**src/design/mpb_pkg.sv**
```systemverilog
package mpb_pkg;
  localparam int ADDR_W = 22;
  localparam int ADDR_HI_W = 4;
  localparam int DATA_W = 8;
  localparam int CS_COUNT = 4;
  localparam int CS_IDX_W = 2;
  localparam int CNT_W = 11;

  // bus clock and phase lengths in nanoseconds
  localparam int CLK_PERIOD_NS = 50;
  localparam int SETUP_NS = 50;
  localparam int STROBE_NS = 150;
  localparam int HOLD_NS = 50;
  // least times round up, never below one cycle
  localparam int SETUP_CYC_I = (SETUP_NS + CLK_PERIOD_NS - 1) / CLK_PERIOD_NS;
  localparam int STROBE_CYC_I = (STROBE_NS + CLK_PERIOD_NS - 1) / CLK_PERIOD_NS;
  localparam int HOLD_CYC_I = (HOLD_NS + CLK_PERIOD_NS - 1) / CLK_PERIOD_NS;
  localparam logic [CNT_W-1:0] SETUP_CYC = CNT_W'(SETUP_CYC_I < 1 ? 1 : SETUP_CYC_I);
  localparam logic [CNT_W-1:0] STROBE_CYC = CNT_W'(STROBE_CYC_I < 1 ? 1 : STROBE_CYC_I);
  localparam logic [CNT_W-1:0] HOLD_CYC = CNT_W'(HOLD_CYC_I < 1 ? 1 : HOLD_CYC_I);
  // strobe cycles allowed before an unanswered access is closed with an error
  localparam logic [CNT_W-1:0] TIMEOUT_CYC = 11'h0400;

  localparam logic [CS_COUNT-1:0] CS_IDLE_N = 4'h0 - 4'h1;
  localparam logic [DATA_W-1:0] BOOT_RESET = 8'h00;
  localparam logic [DATA_W-1:0] DATA_RESET = 8'h00;

  typedef enum logic [1:0] {
    MPB_IDLE = 2'b00,
    MPB_SETUP = 2'b01,
    MPB_STROBE = 2'b10,
    MPB_HOLD = 2'b11
  } mpb_state_type;

  typedef struct packed {
    logic write;
    logic [CS_IDX_W-1:0] select;
    logic [ADDR_HI_W-1:0] addr_hi;
    logic [ADDR_W-1:0] addr;
    logic [DATA_W-1:0] wdata;
  } mpb_req_type;

  typedef struct packed {
    logic [DATA_W-1:0] rdata;
    logic timeout;
  } mpb_rsp_type;
endpackage

```
**src/design/mpb_port.sv**
```systemverilog
// Function
// - Pins whose name ends in _n are asserted low and every other pin is asserted high.
// - read_write_dir is high for a read from the external device and low for a write.
// - In wait mode an asserted stretch_or_done_n holds the strobe phase open.
// - In acknowledge mode an asserted stretch_or_done_n ends the current transaction.
// - read_output_strobe_n is asserted exactly while the external device must drive data.
// - write_strobe_n is asserted to write data into the selected external device.
// - Four device selects exist and only the addressed one is asserted.
// - A 22-bit address is driven on dedicated pins, bits 25 to 22 on a separate group.
// - Data moves on a two-way 8-bit bus that is input only during cold reset.
// - xcvr_direction_n steers an external transceiver whose A side faces this port.
// - xcvr_output_enable_n enables the external buffer only while the bus is in use.
`timescale 1ns/1ps
module mpb_port (
  input wire logic clk,
  input wire logic srst,
  input wire logic cold_reset,
  input wire logic wait_is_ack,
  input wire logic req_valid,
  output logic req_ready,
  input wire mpb_pkg::mpb_req_type req,
  output logic rsp_valid,
  output mpb_pkg::mpb_rsp_type rsp,
  output logic [mpb_pkg::DATA_W-1:0] boot_vector,
  output logic boot_valid,
  output logic [mpb_pkg::CS_COUNT-1:0] device_select_n,
  output logic [mpb_pkg::ADDR_W-1:0] periph_address,
  output logic [mpb_pkg::ADDR_HI_W-1:0] periph_address_hi,
  input wire logic [mpb_pkg::DATA_W-1:0] periph_data_in,
  output logic [mpb_pkg::DATA_W-1:0] periph_data_out,
  output logic periph_data_oe_n,
  output logic read_write_dir,
  output logic read_output_strobe_n,
  output logic write_strobe_n,
  output logic xcvr_direction_n,
  output logic xcvr_output_enable_n,
  input wire logic stretch_or_done_n
);
  import mpb_pkg::*;

  mpb_state_type state;
  mpb_state_type next_state;
  mpb_req_type cur;
  logic phase_load;
  logic [CNT_W-1:0] phase_len;
  logic phase_done;
  logic [CNT_W-1:0] strobe_age;
  logic timed_out;
  logic stretch;
  logic strobe_end;

  // input pin polarity is resolved here, internal logic is active high
  assign stretch = !stretch_or_done_n;
  assign timed_out = (strobe_age >= TIMEOUT_CYC);
  assign req_ready = (state == MPB_IDLE) && !cold_reset;

  always_comb begin
    if (timed_out) begin
      strobe_end = 1'b1;
    end else if (wait_is_ack) begin
      strobe_end = stretch;
    end else begin
      strobe_end = phase_done && !stretch;
    end
  end

  always_comb begin
    next_state = state;
    phase_load = 1'b0;
    phase_len = SETUP_CYC;
    unique case (state)
      MPB_IDLE: begin
        if (req_valid && req_ready) begin
          next_state = MPB_SETUP;
          phase_load = 1'b1;
          phase_len = SETUP_CYC;
        end
      end
      MPB_SETUP: begin
        if (phase_done) begin
          next_state = MPB_STROBE;
          phase_load = 1'b1;
          phase_len = STROBE_CYC;
        end
      end
      MPB_STROBE: begin
        if (strobe_end) begin
          next_state = MPB_HOLD;
          phase_load = 1'b1;
          phase_len = HOLD_CYC;
        end
      end
      MPB_HOLD: begin
        if (phase_done) begin
          next_state = MPB_IDLE;
        end
      end
    endcase
  end

  mpb_phase_timer u_timer (
    .clk(clk),
    .srst(srst),
    .load(phase_load),
    .length(phase_len),
    .done(phase_done)
  );

  always_ff @(posedge clk) begin
    if (srst) begin
      state <= MPB_IDLE;
    end else begin
      state <= next_state;
    end
  end

  always_ff @(posedge clk) begin
    if (srst) begin
      cur <= '0;
    end else if (req_valid && req_ready) begin
      cur <= req;
    end
  end

  // guards against a device that never acknowledges
  always_ff @(posedge clk) begin
    if (srst) begin
      strobe_age <= '0;
    end else if (state != MPB_STROBE) begin
      strobe_age <= '0;
    end else if (!timed_out) begin
      strobe_age <= strobe_age + CNT_W'(1);
    end
  end

  // pins are registered from next_state so strobes change cleanly on the edge
  always_ff @(posedge clk) begin
    if (srst) begin
      device_select_n <= CS_IDLE_N;
      xcvr_output_enable_n <= 1'b1;
    end else if (next_state == MPB_IDLE) begin
      device_select_n <= CS_IDLE_N;
      xcvr_output_enable_n <= 1'b1;
    end else begin
      device_select_n <= ~(CS_COUNT'(1) << cur_sel(next_state));
      xcvr_output_enable_n <= 1'b0;
    end
  end

  function automatic logic [CS_IDX_W-1:0] cur_sel(input mpb_state_type s);
    cur_sel = (state == MPB_IDLE && s != MPB_IDLE) ? req.select : cur.select;
  endfunction

  logic nx_write;
  assign nx_write = (state == MPB_IDLE) ? req.write : cur.write;

  always_ff @(posedge clk) begin
    if (srst) begin
      periph_address <= '0;
      periph_address_hi <= '0;
    end else if (req_valid && req_ready) begin
      periph_address <= req.addr;
      periph_address_hi <= req.addr_hi;
    end
  end

  // idle level is read so the transceiver points toward this port
  always_ff @(posedge clk) begin
    if (srst) begin
      read_write_dir <= 1'b1;
      xcvr_direction_n <= 1'b0;
    end else if (next_state == MPB_IDLE) begin
      read_write_dir <= 1'b1;
      xcvr_direction_n <= 1'b0;
    end else begin
      read_write_dir <= !nx_write;
      xcvr_direction_n <= nx_write;
    end
  end

  always_ff @(posedge clk) begin
    if (srst) begin
      read_output_strobe_n <= 1'b1;
      write_strobe_n <= 1'b1;
    end else begin
      read_output_strobe_n <= !(next_state == MPB_STROBE && !cur.write);
      write_strobe_n <= !(next_state == MPB_STROBE && cur.write);
    end
  end

  // pins stay inputs in cold reset so the boot vector can be read
  always_ff @(posedge clk) begin
    if (srst) begin
      periph_data_oe_n <= 1'b1;
      periph_data_out <= DATA_RESET;
    end else if (cold_reset || next_state == MPB_IDLE) begin
      periph_data_oe_n <= 1'b1;
    end else if (nx_write) begin
      periph_data_oe_n <= 1'b0;
      periph_data_out <= (state == MPB_IDLE) ? req.wdata : cur.wdata;
    end else begin
      periph_data_oe_n <= 1'b1;
    end
  end

  always_ff @(posedge clk) begin
    if (srst) begin
      boot_vector <= BOOT_RESET;
      boot_valid <= 1'b0;
    end else if (cold_reset) begin
      boot_vector <= periph_data_in;
      boot_valid <= 1'b0;
    end else begin
      boot_valid <= 1'b1;
    end
  end

  always_ff @(posedge clk) begin
    if (srst) begin
      rsp <= '0;
    end else if (state == MPB_STROBE && strobe_end) begin
      rsp.rdata <= cur.write ? DATA_RESET : periph_data_in;
      rsp.timeout <= timed_out;
    end
  end

  always_ff @(posedge clk) begin
    if (srst) begin
      rsp_valid <= 1'b0;
    end else begin
      rsp_valid <= (state == MPB_HOLD) && phase_done;
    end
  end

  logic strobe_on;
  logic sel_on;
  assign strobe_on = !read_output_strobe_n || !write_strobe_n;
  assign sel_on = (device_select_n != CS_IDLE_N);
endmodule

```
**src/design/mpb_phase_timer.sv**
```systemverilog
`timescale 1ns/1ps
module mpb_phase_timer (
  input wire logic clk,
  input wire logic srst,
  input wire logic load,
  input wire logic [mpb_pkg::CNT_W-1:0] length,
  output logic done
);
  import mpb_pkg::*;

  logic [CNT_W-1:0] remaining;

  // a phase of length n lasts n cycles: loaded with n-1, done at zero
  always_ff @(posedge clk) begin
    if (srst) begin
      remaining <= '0;
    end else if (load) begin
      remaining <= length - CNT_W'(1);
    end else if (remaining != '0) begin
      remaining <= remaining - CNT_W'(1);
    end
  end

  assign done = (remaining == '0);
endmodule

```
**config.mk**
```make
export PLATFORM = sky130hd
export DESIGN_NAME = mpb_port
export DESIGN_NICKNAME = d
export VERILOG_FILES = /design/src/design/mpb_pkg.sv /design/src/design/mpb_port.sv /design/src/design/mpb_phase_timer.sv
export SDC_FILE = /design/constraint.sdc
export NUM_CORES = 1
export LEC_CHECK = 0
export ABC_AREA = 1
export BUFFER_PORTS_ARGS = -buffer_cell sky130_fd_sc_hd__buf_2
export CAP_MARGIN = 10
export CORE_MARGIN = 2
export CORE_UTILIZATION = 24
export DETAILED_ROUTE_END_ITERATION = 10
export GPL_ROUTABILITY_DRIVEN = 0
export SLEW_MARGIN = 30
export SYNTH_ARGS = -nofsm -noshare
export SYNTH_HDL_FRONTEND = slang
export SYNTH_SLANG_ARGS = --single-unit
```
**constraint.sdc**
```tcl
create_clock -name clk -period 1.6 [get_ports clk]
set_input_delay 0.32 -clock clk [delete_from_list [all_inputs] [get_ports clk]]
set_output_delay 0.32 -clock clk [all_outputs]
set_load 0.1 [all_outputs]
```
## Word level (Yosys, flattened, before mapping)

Index checks and enable logic that the tools add are counted.

| word-level totals | value |
|---|---|
| input port bits | 51 |
| bits in registers | 98 |
| bits in read-only memories | 0 |
| memories kept | 0 |
| logic and storage cells | 80 |
| memory bits (writable) | 0 |
| latch bits | 0 |
| output and inout bits | 64 |

| operators by class | value |
|---|---|
| shift-type cells | 1 |
| add/sub/neg operators | 3 |
| muxes and demuxes | 22 |
| equal/unequal tests | 5 |
| reduce and logical (&&, ||, !) cells | 25 |
| $mul | 0 |
| bitwise gates (word level) | 2 |
| order comparisons | 1 |
| div/mod/pow operators | 0 |

Operators with widths:

| operator | count |
|---|---|
| $mux 11 | 2 |
| $mux 8 | 2 |
| $mux 2 | 7 |
| $add 11x1->11 const B | 1 |
| $ge 11x11->1 const B | 1 |
| $logic_not 11->1 | 1 |
| $reduce_bool 11->1 | 1 |
| $sub 11x1->11 const B | 1 |
| $mux 1 | 9 |
| $logic_and 1x1->1 | 8 |
| $pmux 2 s4 | 1 |
| $eq 2x2->1 const B | 3 |
| $logic_not 1->1 | 6 |
| $reduce_or 2->1 | 3 |
| $logic_not 2->1 | 2 |
| $not 4->4 | 1 |
| $reduce_bool 2->1 | 2 |
| $shl 1x2->4 const A | 1 |
| $pmux 1 s3 | 1 |
| $sub 2x1->3 const B | 1 |
| $eq 2x1->1 const B | 1 |
| $ne 2x2->1 const B | 1 |
| $reduce_and 2->1 | 1 |
| $logic_or 1x1->1 | 1 |
| $not 1->1 | 1 |

## Logic depth before layout (Yosys ltp)

Gate-level depths: netlist (run 1).

| depth | value |
|---|---|
| depth in word-level cells | 11 |
| depth in mapped cells | 14 |
| gate-level depth less buffers | 13 |

## By module

Synthesis (run 1) repeated with hierarchy kept, for this count alone.

| second synthesis, totals | value |
|---|---|
| cell total of the unflattened synthesis | 562 |
| area total of the unflattened synthesis | 4,174.0 um^2 |

Modules (own cells, without submodules):

| module | instances | area an instance (um^2) | cells each | seq. area each (um^2) |
|---|---|---|---|---|
| mpb_port | 1 | 3,379.5 | 428 | 1,741.7 |
| mpb_phase_timer | 1 | 794.5 | 134 | 220.2 |

## Worst setup path before layout (run 1)

No wires, ideal clock.

| timing | value |
|---|---|
| path type | reg2reg |
| from | register state[0] |
| to | register periph_data_out[0] (netlist name) |
| setup slack | -1.057 ns |
| cell stages (with the launch flop) | 10 |
| arrival time | 2.544 ns |
| clock period less this slack | 2.657 ns |
| library setup time | 0.113 ns |
| required time | 1.487 ns |
| cells stage by stage | dfxtp_1 > nor3_2 > nand2_2 > inv_2 > a21oi_4 > nand3_4 > nand2_4 > buf_6 > nor2_1 > nor2_1 |

| between the ends | value |
|---|---|
| cells in the longest elaborated chain, start to end | 9 |
| elaborated cells on any way between the ends | 17 |
| classes of those cells | eq/ne (3); mux (7); bitwise (1); reduce/logical (6) |

RTL lines:

| element | line | source |
|---|---|---|
| start: declaration | mpb_port.sv:41 | `mpb_state_type state;` |
| start signal: assignment | mpb_port.sv:113 | `state <= next_state;` |
| $logic_not 2->1 | mpb_port.sv:55 | `assign req_ready = (state == MPB_IDLE) && !cold_reset;` |
| $logic_and 1x1->1 | mpb_port.sv:55 |  |
| net req_ready | mpb_port.sv:20 | `output logic req_ready,` |
| $logic_and 1x1->1 | mpb_port.sv:73 | `if (req_valid && req_ready) begin` |
| $mux 2 | mpb_port.sv:73 |  |
| $pmux 2 s4 | mpb_port.sv:71 | `unique case (state)` |
| $logic_not 2->1 | mpb_port.sv:196 | `end else if (cold_reset \|\| next_state == MPB_IDLE) begin` |
| $logic_or 1x1->1 | mpb_port.sv:196 |  |
| $not 1->1 (no source line) | - |  |
| $reduce_and 2->1 (no source line) | - |  |
| end signal: assignment | mpb_port.sv:200 | `periph_data_out <= (state == MPB_IDLE) ? req.wdata : cur.wdata;` |
| end: declaration | mpb_port.sv:30 | `output logic [mpb_pkg::DATA_W-1:0] periph_data_out,` |

The timed path passes the listed nets, and every way through them passes these cells.
A chain may end at the register's enable or synchronous reset.

## Worst setup path in the final report (run 1)

| timing | value |
|---|---|
| from | register u_timer.remaining[0] |
| to | register periph_data_out[0] (netlist name) |

| between the ends | value |
|---|---|
| cells in the longest elaborated chain, start to end | 10 |
| elaborated cells on any way between the ends | 12 |
| classes of those cells | mux (6); bitwise (1); reduce/logical (5) |

RTL lines:

| element | line | source |
|---|---|---|
| start: declaration | mpb_phase_timer.sv:11 | `logic [CNT_W-1:0] remaining;` |
| start signal: assignment | mpb_phase_timer.sv:18 | `remaining <= length - CNT_W'(1);` |
| start signal: assignment | mpb_phase_timer.sv:20 | `remaining <= remaining - CNT_W'(1);` |
| $logic_not 11->1 (*) | mpb_phase_timer.sv:24 | `assign done = (remaining == '0);` |
| $logic_and 1x1->1 | mpb_port.sv:63 | `strobe_end = phase_done && !stretch;` |
| $mux 1 | mpb_port.sv:60 | `end else if (wait_is_ack) begin` |
| $mux 1 | mpb_port.sv:58 | `if (timed_out) begin` |
| $mux 2 | mpb_port.sv:87 | `if (strobe_end) begin` |
| $pmux 2 s4 (*) | mpb_port.sv:71 |  |
| $logic_not 2->1 (*) | mpb_port.sv:196 |  |
| $logic_or 1x1->1 (*) | mpb_port.sv:196 |  |
| $not 1->1 (no source line) (*) | - |  |
| $reduce_and 2->1 (no source line) (*) | - |  |

Every way passes the cells marked *; elsewhere a longest branch is shown, timed or not.

==> out/qor.csv, run 1 <==
stage,metric,value,unit
worst_hold_path,Hold Path Origin,req[9],
power_and_ir_drop,Comb power frac,0.439,
synthesis,Cells after Synth,510,
cts,worst skew pair latency,340,ps
global_route,GRT Util Overall,0.118,
run,Max-Cap Viols,0,
worst_setup_path,R2R Path Start,u_timer.remaining[0],
cts,clk slew on worst S/H paths,70,ps
synthesis,top post-synthesis cells by area,"dfxtp_1 (51%), nand2_1 (12%), a21oi_1 (7.3%)",
timing,Slew @ Worst Pin,524,ps
worst_setup_path,arrival time worst endpoint,1840,ps
floorplan,row cnt,46,
timing,final slew viol count,0,
outcome,status,finished clean,
floorplan,die height,131,um
global_route,first-pass GRT wire length,15700,um
synthesis,Synth Register Bits,98,
floorplan,Die X,131,um
synthesis,"Seq/Total Area, Yosys",0.509,
power_and_ir_drop,Pint,5090,uW
global_route,vias in the first global route,3217,
worst_setup_path,Worst Path Required,1840,ps
cts,CTS root buffer,clkbuf_16,
power_and_ir_drop,Power Total,8880,uW
final_layout,layout cells sized above 1,0.340,
global_route,largest net degree at the start of global routing,43,
cts,H-tree Lvls,3,
timing,Final setup violation count,0,
floorplan,area of the core,0.0158,sq mm
routing,Routed WL per cell,11.8,um
routing,via count,3576,
routing,DR iter-0 viols,135,
final_layout,most frequent cells in the layout,"buf_2 (113), nand2_1 (108), dfxtp_1 (94), a21oi_1 (56), nor2_1 (55)",
power_and_ir_drop,sequential power share,0.333,
power_and_ir_drop,Sw Share,0.427,
power_and_ir_drop,Psw,3790,uW
placed_design,IO buf count,114,
final_layout,Nets,699,
final_layout,area delta synth->final,38.1,%
synthesis,Post-Synthesis Cell Area,0.00386,sq mm
routing,drt pass-1 iters,4,
timing,crit share post-route,0.999,
cts,CTS tree,done,
final_layout,fin cells,866,
placed_design,post-DP HPWL,7250,um
final_layout,"most common cell after layout, fill and taps aside",buf_2,
timing,RSZ-0062 raised after global routing,yes,
final_layout,ANT cells,0,
global_route,initial antenna violation count,0,
global_route,total gr overflow,0,
timing,Final Hold Viols,0,
worst_setup_path,CP Class,register to register,
final_layout,"Design Area, Final",0.00532,sq mm
routing,Routed Antenna Nets,0,
synthesis,Synth Warn #,0,
synthesis,leading area contributor after synthesis,dfxtp_1,
placed_design,Post-Place Cells,845,
power_and_ir_drop,PD cells,1670,mW/mm^2
worst_setup_path,Startpoint Class,register,
routing,Vias/cell,4.13,
cts,cts hold-fix bufs,0,
cts,Max Buffers Root-to-Sink,2,
power_and_ir_drop,Clock power frac,0.229,
floorplan,Die Area,0.0171,sq mm
worst_setup_path,worst-path maximum fanout,8,
timing,post-layout min period,1600,ps
timing,worst relative slew slack,0.653,
cts,total CTS buffers,9,
worst_hold_path,Hold/Removal Path Class,input port to register,
floorplan,initial cell density of the core,0.245,
cts,clk sinks,98,
floorplan,Boundary Pins,115,
synthesis,post-synth cell types,32,
power_and_ir_drop,Max rail drop VDD,0.658,mV
synthesis,syn_nets,564,
timing,Worst Clk Skew,7.87,ps
worst_setup_path,crit end category,register,
routing,final wirelength,10200,um
timing,TNS Setup,0,ps
routing,drc violations,0,
timing,Min Hold Slack,215,ps
power_and_ir_drop,LEAKAGE,0.00242,uW
timing,Max Fclk,626,MHz
synthesis,top cell type's share of synthesized area,0.509,
placed_design,dpl cell area,0.00486,sq mm
worst_setup_path,CP startpoint,u_timer.remaining[0],
synthesis,"Avg Cell Area, Syn",7.56,sq um
sequential cells by signal, indices dropped and copies added (netlist names):
name / count
periph_address: 22
cur: 11
strobe_age: 11
u_timer.remaining: 11
rsp: 9
boot_vector: 8
periph_data_out: 8
device_select_n: 4
periph_address_hi: 4
state: 2
boot_valid: 1
periph_data_oe_n: 1
read_output_strobe_n: 1
read_write_dir: 1
rsp_valid: 1
write_strobe_n: 1
xcvr_direction_n: 1
xcvr_output_enable_n: 1
routing by layer:
metal / GRT usage / routed length [um]
met1: 0.153 / 4800
met2: 0.184 / 4620
met3: 0.0432 / 695
met4: 0.0375 / 120
met5: 0 / 0
power by group through the flow:
stage | clock network (uW) | registers, uW | logic (uW)
floorplan | 0 | 4030 | 1630
global placement | 0 | 2990 | 3470
detailed placement | 0 | 2990 | 3480
CTS | 2110 | 2950 | 3710
global route | 2190 | 2990 | 4220
finish | 2030 | 2950 | 3890
cells in the mapped netlist, drive strengths merged:
cell and instances:
dfxtp 98, a21oi 57, ha 3, xor2 3, mux2i 1, inv 50, o21ai 32, buf 11
nand3 25, a21o 1, o31ai 1, nand4 4, a31oi 1, nor3 8, o221a 1, clkinv 1
or2 3, nand2 127, nor2 69, xnor2 2, clkbuf 12
kinds of logic (layout without fill, tap and decap cells):
group	count (synthesis)	after routing	synth area share
AOI/OAI and AO/OA	93	93	0.127
xor gates and xnor gates	5	5	0.0114
DFF	98	98	0.509
adders and majority gates	3	3	0.00973
muxes	1	1	0.00260
buffers and inverters	74	213	0.0788
and+or+nand+nor	236	237	0.262
worst paths after layout:
kind | end | slack, ps | depth (start not counted)
setup / recovery | periph_data_out[0] | 2 | 13
hold / removal | periph_address[1] | 210 | 3
setup reg to reg | periph_data_out[0] | 2 | 13
hold reg to reg | write_strobe_n | 420 | 1
through the flow:
step	worst slack [ps]	utilization
after floorplan	-538	-
after global placement	-11.5	0.308
after detailed placement	-49.5	0.308
after CTS	-17.1	0.332
after global routing	-106	0.338
final	1.64	0.338
worst max-delay path, cell delays in order (launching register included):
cell	delay, ps
dfxtp_2	320
inv_2	70
ha_4	160
nand2_2	70
nor2_4	120
nand3_4	100
nand2_2	80
nand2_2	60
inv_2	70
nand3_4	160
nand2_8	140
nand2_2	60
nand2_2	50
nor2_2	30
timing repair:
action | in CTS | in global routing
resized for setup | 21 | 21
setup endpoints to repair | 23 | 39
setup buffers | 3 | 3
cloned | 1 | 0
pin swaps | 8 | 12
area by class of cell:
cell class              count  area, sq um
fillers                  1751        10400
flip-flops and latches     98         1970
multi-input cells         339         1760
repair buffers            146          858
well taps                 216          270
clock buffers              12          246
inverters                  51          196
clock inverters             4         26.3
No activity file was read; power rests on OpenSTA's default activity.
==> run 2: changes to the inputs <==
==> constraint.sdc (replaced) <==
create_clock -name clk -period 1.6 [get_ports clk]
set_input_delay 0.32 -clock clk [delete_from_list [all_inputs] [get_ports clk]]
set_output_delay 0.32 -clock clk [all_outputs]
set_load 0.01 [all_outputs]
==> run 2 against run 1 <==
The flow now finishes with violations (setup timing); first-iteration DRC count up 31%; global-route usage up 0.22 points; via count about the same; sequential share of layout area down 0.23 points; cell count up 0.23%; clock power up 8%; largest power group is now registers; worst setup slack worse by 12 ps; critical path depth down 1; largest cell class unchanged; sequential power about the same; wire length down 0.97%; fmax down 0.77%.
==> out/qor.csv, run 2 (synthesized netlist as in run 1, its figures left out) <==
stage,metric,value,unit
outcome,status,finished with violations,
outcome,failing checks,setup timing,
cts,clk slew on worst S/H paths,70,ps
floorplan,die height,131,um
power_and_ir_drop,LEAKAGE,0.00245,uW
routing,final wirelength,10100,um
worst_setup_path,crit end category,register,
floorplan,Boundary Pins,115,
routing,drc violations,0,
timing,crit share post-route,1.01,
run,Max-Cap Viols,0,
placed_design,dpl ws,-36.9,ps
cts,CTS tree,done,
floorplan,initial cell density of the core,0.245,
worst_setup_path,Worst Path Required,1820,ps
timing,Slew @ Worst Pin,398,ps
timing,final slew viol count,0,
final_layout,Post-Route Utilization,0.339,
worst_hold_path,Hold/Removal Path Class,input port to register,
worst_setup_path,R2R depth,12,
worst_setup_path,CP Class,register to register,
worst_setup_path,Worst R2R End,device_select_n[1],
worst_hold_path,cell depth of the worst hold path,3,
worst_setup_path,critical path cell sequence,inv_2 > ha_4 > nand3_4 > nor2_4 > buf_6 > nand3_2 > nand2_2 > inv_2 > nand3_4 > nand2_2 > inv_1 > nand3_1,
timing,worst relative slew slack,0.735,
worst_setup_path,R2R Path Start,u_timer.remaining[1],
timing,Final Hold Viols,0,
timing,post-layout min period,1610,ps
global_route,first-pass GRT wire length,15800,um
global_route,initial antenna violation count,0,
cts,CTS root buffer,clkbuf_16,
floorplan,Die Area,0.0171,sq mm
timing,RSZ-0062 raised after global routing,yes,
worst_setup_path,Startpoint Class,register,
timing,Final setup violation count,2,
power_and_ir_drop,PD cells,1510,mW/mm^2
final_layout,ANT cells,0,
final_layout,area delta synth->final,38.6,%
cts,clk sinks,98,
worst_setup_path,Top delay family on crit path,simple AND/OR/NAND/NOR gates,
routing,DR iter-0 viols,177,
floorplan,row cnt,46,
final_layout,layout cells sized above 1,0.336,
routing,Met2 Wirelength,4700,um
global_route,vias in the first global route,3217,
worst_setup_path,"slowest stage cell, crit path",dfxtp_2,
placed_design,IO buf count,114,
final_layout,fin cells,868,
routing,Routed Antenna Nets,0,
worst_setup_path,Crit path buffers/inverters,4,
power_and_ir_drop,Max rail drop VDD,0.744,mV
worst_hold_path,hold endpoint,periph_address_hi[2],
timing,setup ws final,-10.8,ps
global_route,largest net degree at the start of global routing,38,
routing,met1 wire length,4730,um
final_layout,most frequent cells in the layout,"buf_2 (114), nand2_1 (109), dfxtp_1 (95), nor2_1 (58), a21oi_1 (55)",
cts,worst skew pair latency,340,ps
routing,via count,3579,
cts,H-tree Lvls,3,
placed_design,Post-Place Cells,849,
cts,Max Buffers Root-to-Sink,2,
worst_setup_path,arrival time worst endpoint,1830,ps
routing,Vias/cell,4.12,
floorplan,Die X,131,um
routing,highest routed layer,met4,
timing,Max Fclk,621,MHz
final_layout,"most common cell after layout, fill and taps aside",buf_2,
global_route,total gr overflow,0,
placed_design,post-DP HPWL,7390,um
worst_setup_path,Worst R2R Setup Slack,-10,ps
timing,Min Hold Slack,219,ps
worst_setup_path,Worst path max stage delay,320,ps
floorplan,area of the core,0.0158,sq mm
final_layout,Largest register FFs,22,
routing,drt pass-1 iters,4,
final_layout,Largest Register,periph_address,
worst_hold_path,Hold Path Origin,req[32],
cts,total CTS buffers,9,
routing,Routed WL per cell,11.7,um
worst_setup_path,worst-path maximum fanout,4,
timing,Worst Clk Skew,9.25,ps
final_layout,Nets,703,
global_route,GRT Util Overall,0.120,
routing,wire length on met3,508,um
-- run 2: cell count changes in the layout (fill, tap and decap cells not counted), sizes merged --
cell / delta
clkbuf: -1
clkinvlp: -1
buf: +4
bufinv: +1
inv: +1
clkinv: -2
-- run 2: stage by stage --
step / total power, uW / area (sq um) / TNS, ps
finish: 8050 / 5350 / -15.9
CTS: 7990 / 5250 / -68.3
global placement: 5500 / 4870 / -10.2
detailed placement: 5510 / 4870 / -239
global route: 8630 / 5350 / -2630
floorplan: 4650 / 3870 / -74.9
-- run 2: worst register-to-register path, delay by kind of cell, from the launching register on --
family	cells	cell delay (ps)
adder cells (fa/ha/maj)	1	170
buffers and inverters	4	310
flip-flops	1	320
AND/OR/NAND/NOR	7	680
-- run 2: what timing repair did --
item,CTS,global route
hold buffers,0,0
pin swaps,13,15
gates resized for setup,14,21
endpoints found under the hold margin,0,0
buffers inserted,2,2
gates cloned,1,0
endpoints found under the setup margin,21,37
-- run 2: how the worst max path moves through the flow --
| stage | depth (start not counted) | to | start |
|---|---|---|---|
| after global routing | 13 | periph_data_out[7] | u_timer.remaining[1] |
| after global placement | 10 | read_output_strobe_n | u_timer.remaining[1] |
| after detailed placement | 10 | read_output_strobe_n | u_timer.remaining[1] |
| after CTS | 13 | periph_data_out[2] | u_timer.remaining[0] |
| final | 12 | device_select_n[1] | u_timer.remaining[1] |
| after floorplan | 13 | periph_data_out[5] | u_timer.remaining[1] |
-- run 2: where the power goes --
part,switching (uW),internal (uW),total (uW)
clock,911,1290,2200
sequential,174,2760,2930
combinational,1670,1240,2920
total,2760,5290,8050
-- run 2: layer usage --
metal / track usage / up-vias
met5: 0 / -
met4: 0.0588 / 0
met3: 0.0318 / 12
met2: 0.187 / 71
met1: 0.156 / 1602
li1: - / 1894
-- run 2: area by class of cell --
class / count / area (sq um)
flip-flops and latches: 98 / 1970
multi-input cells: 339 / 1740
well taps: 216 / 270
fillers: 1721 / 10400
clock inverters: 3 / 47.5
clock buffers: 11 / 253
inverters: 51 / 194
repair buffers: 150 / 881
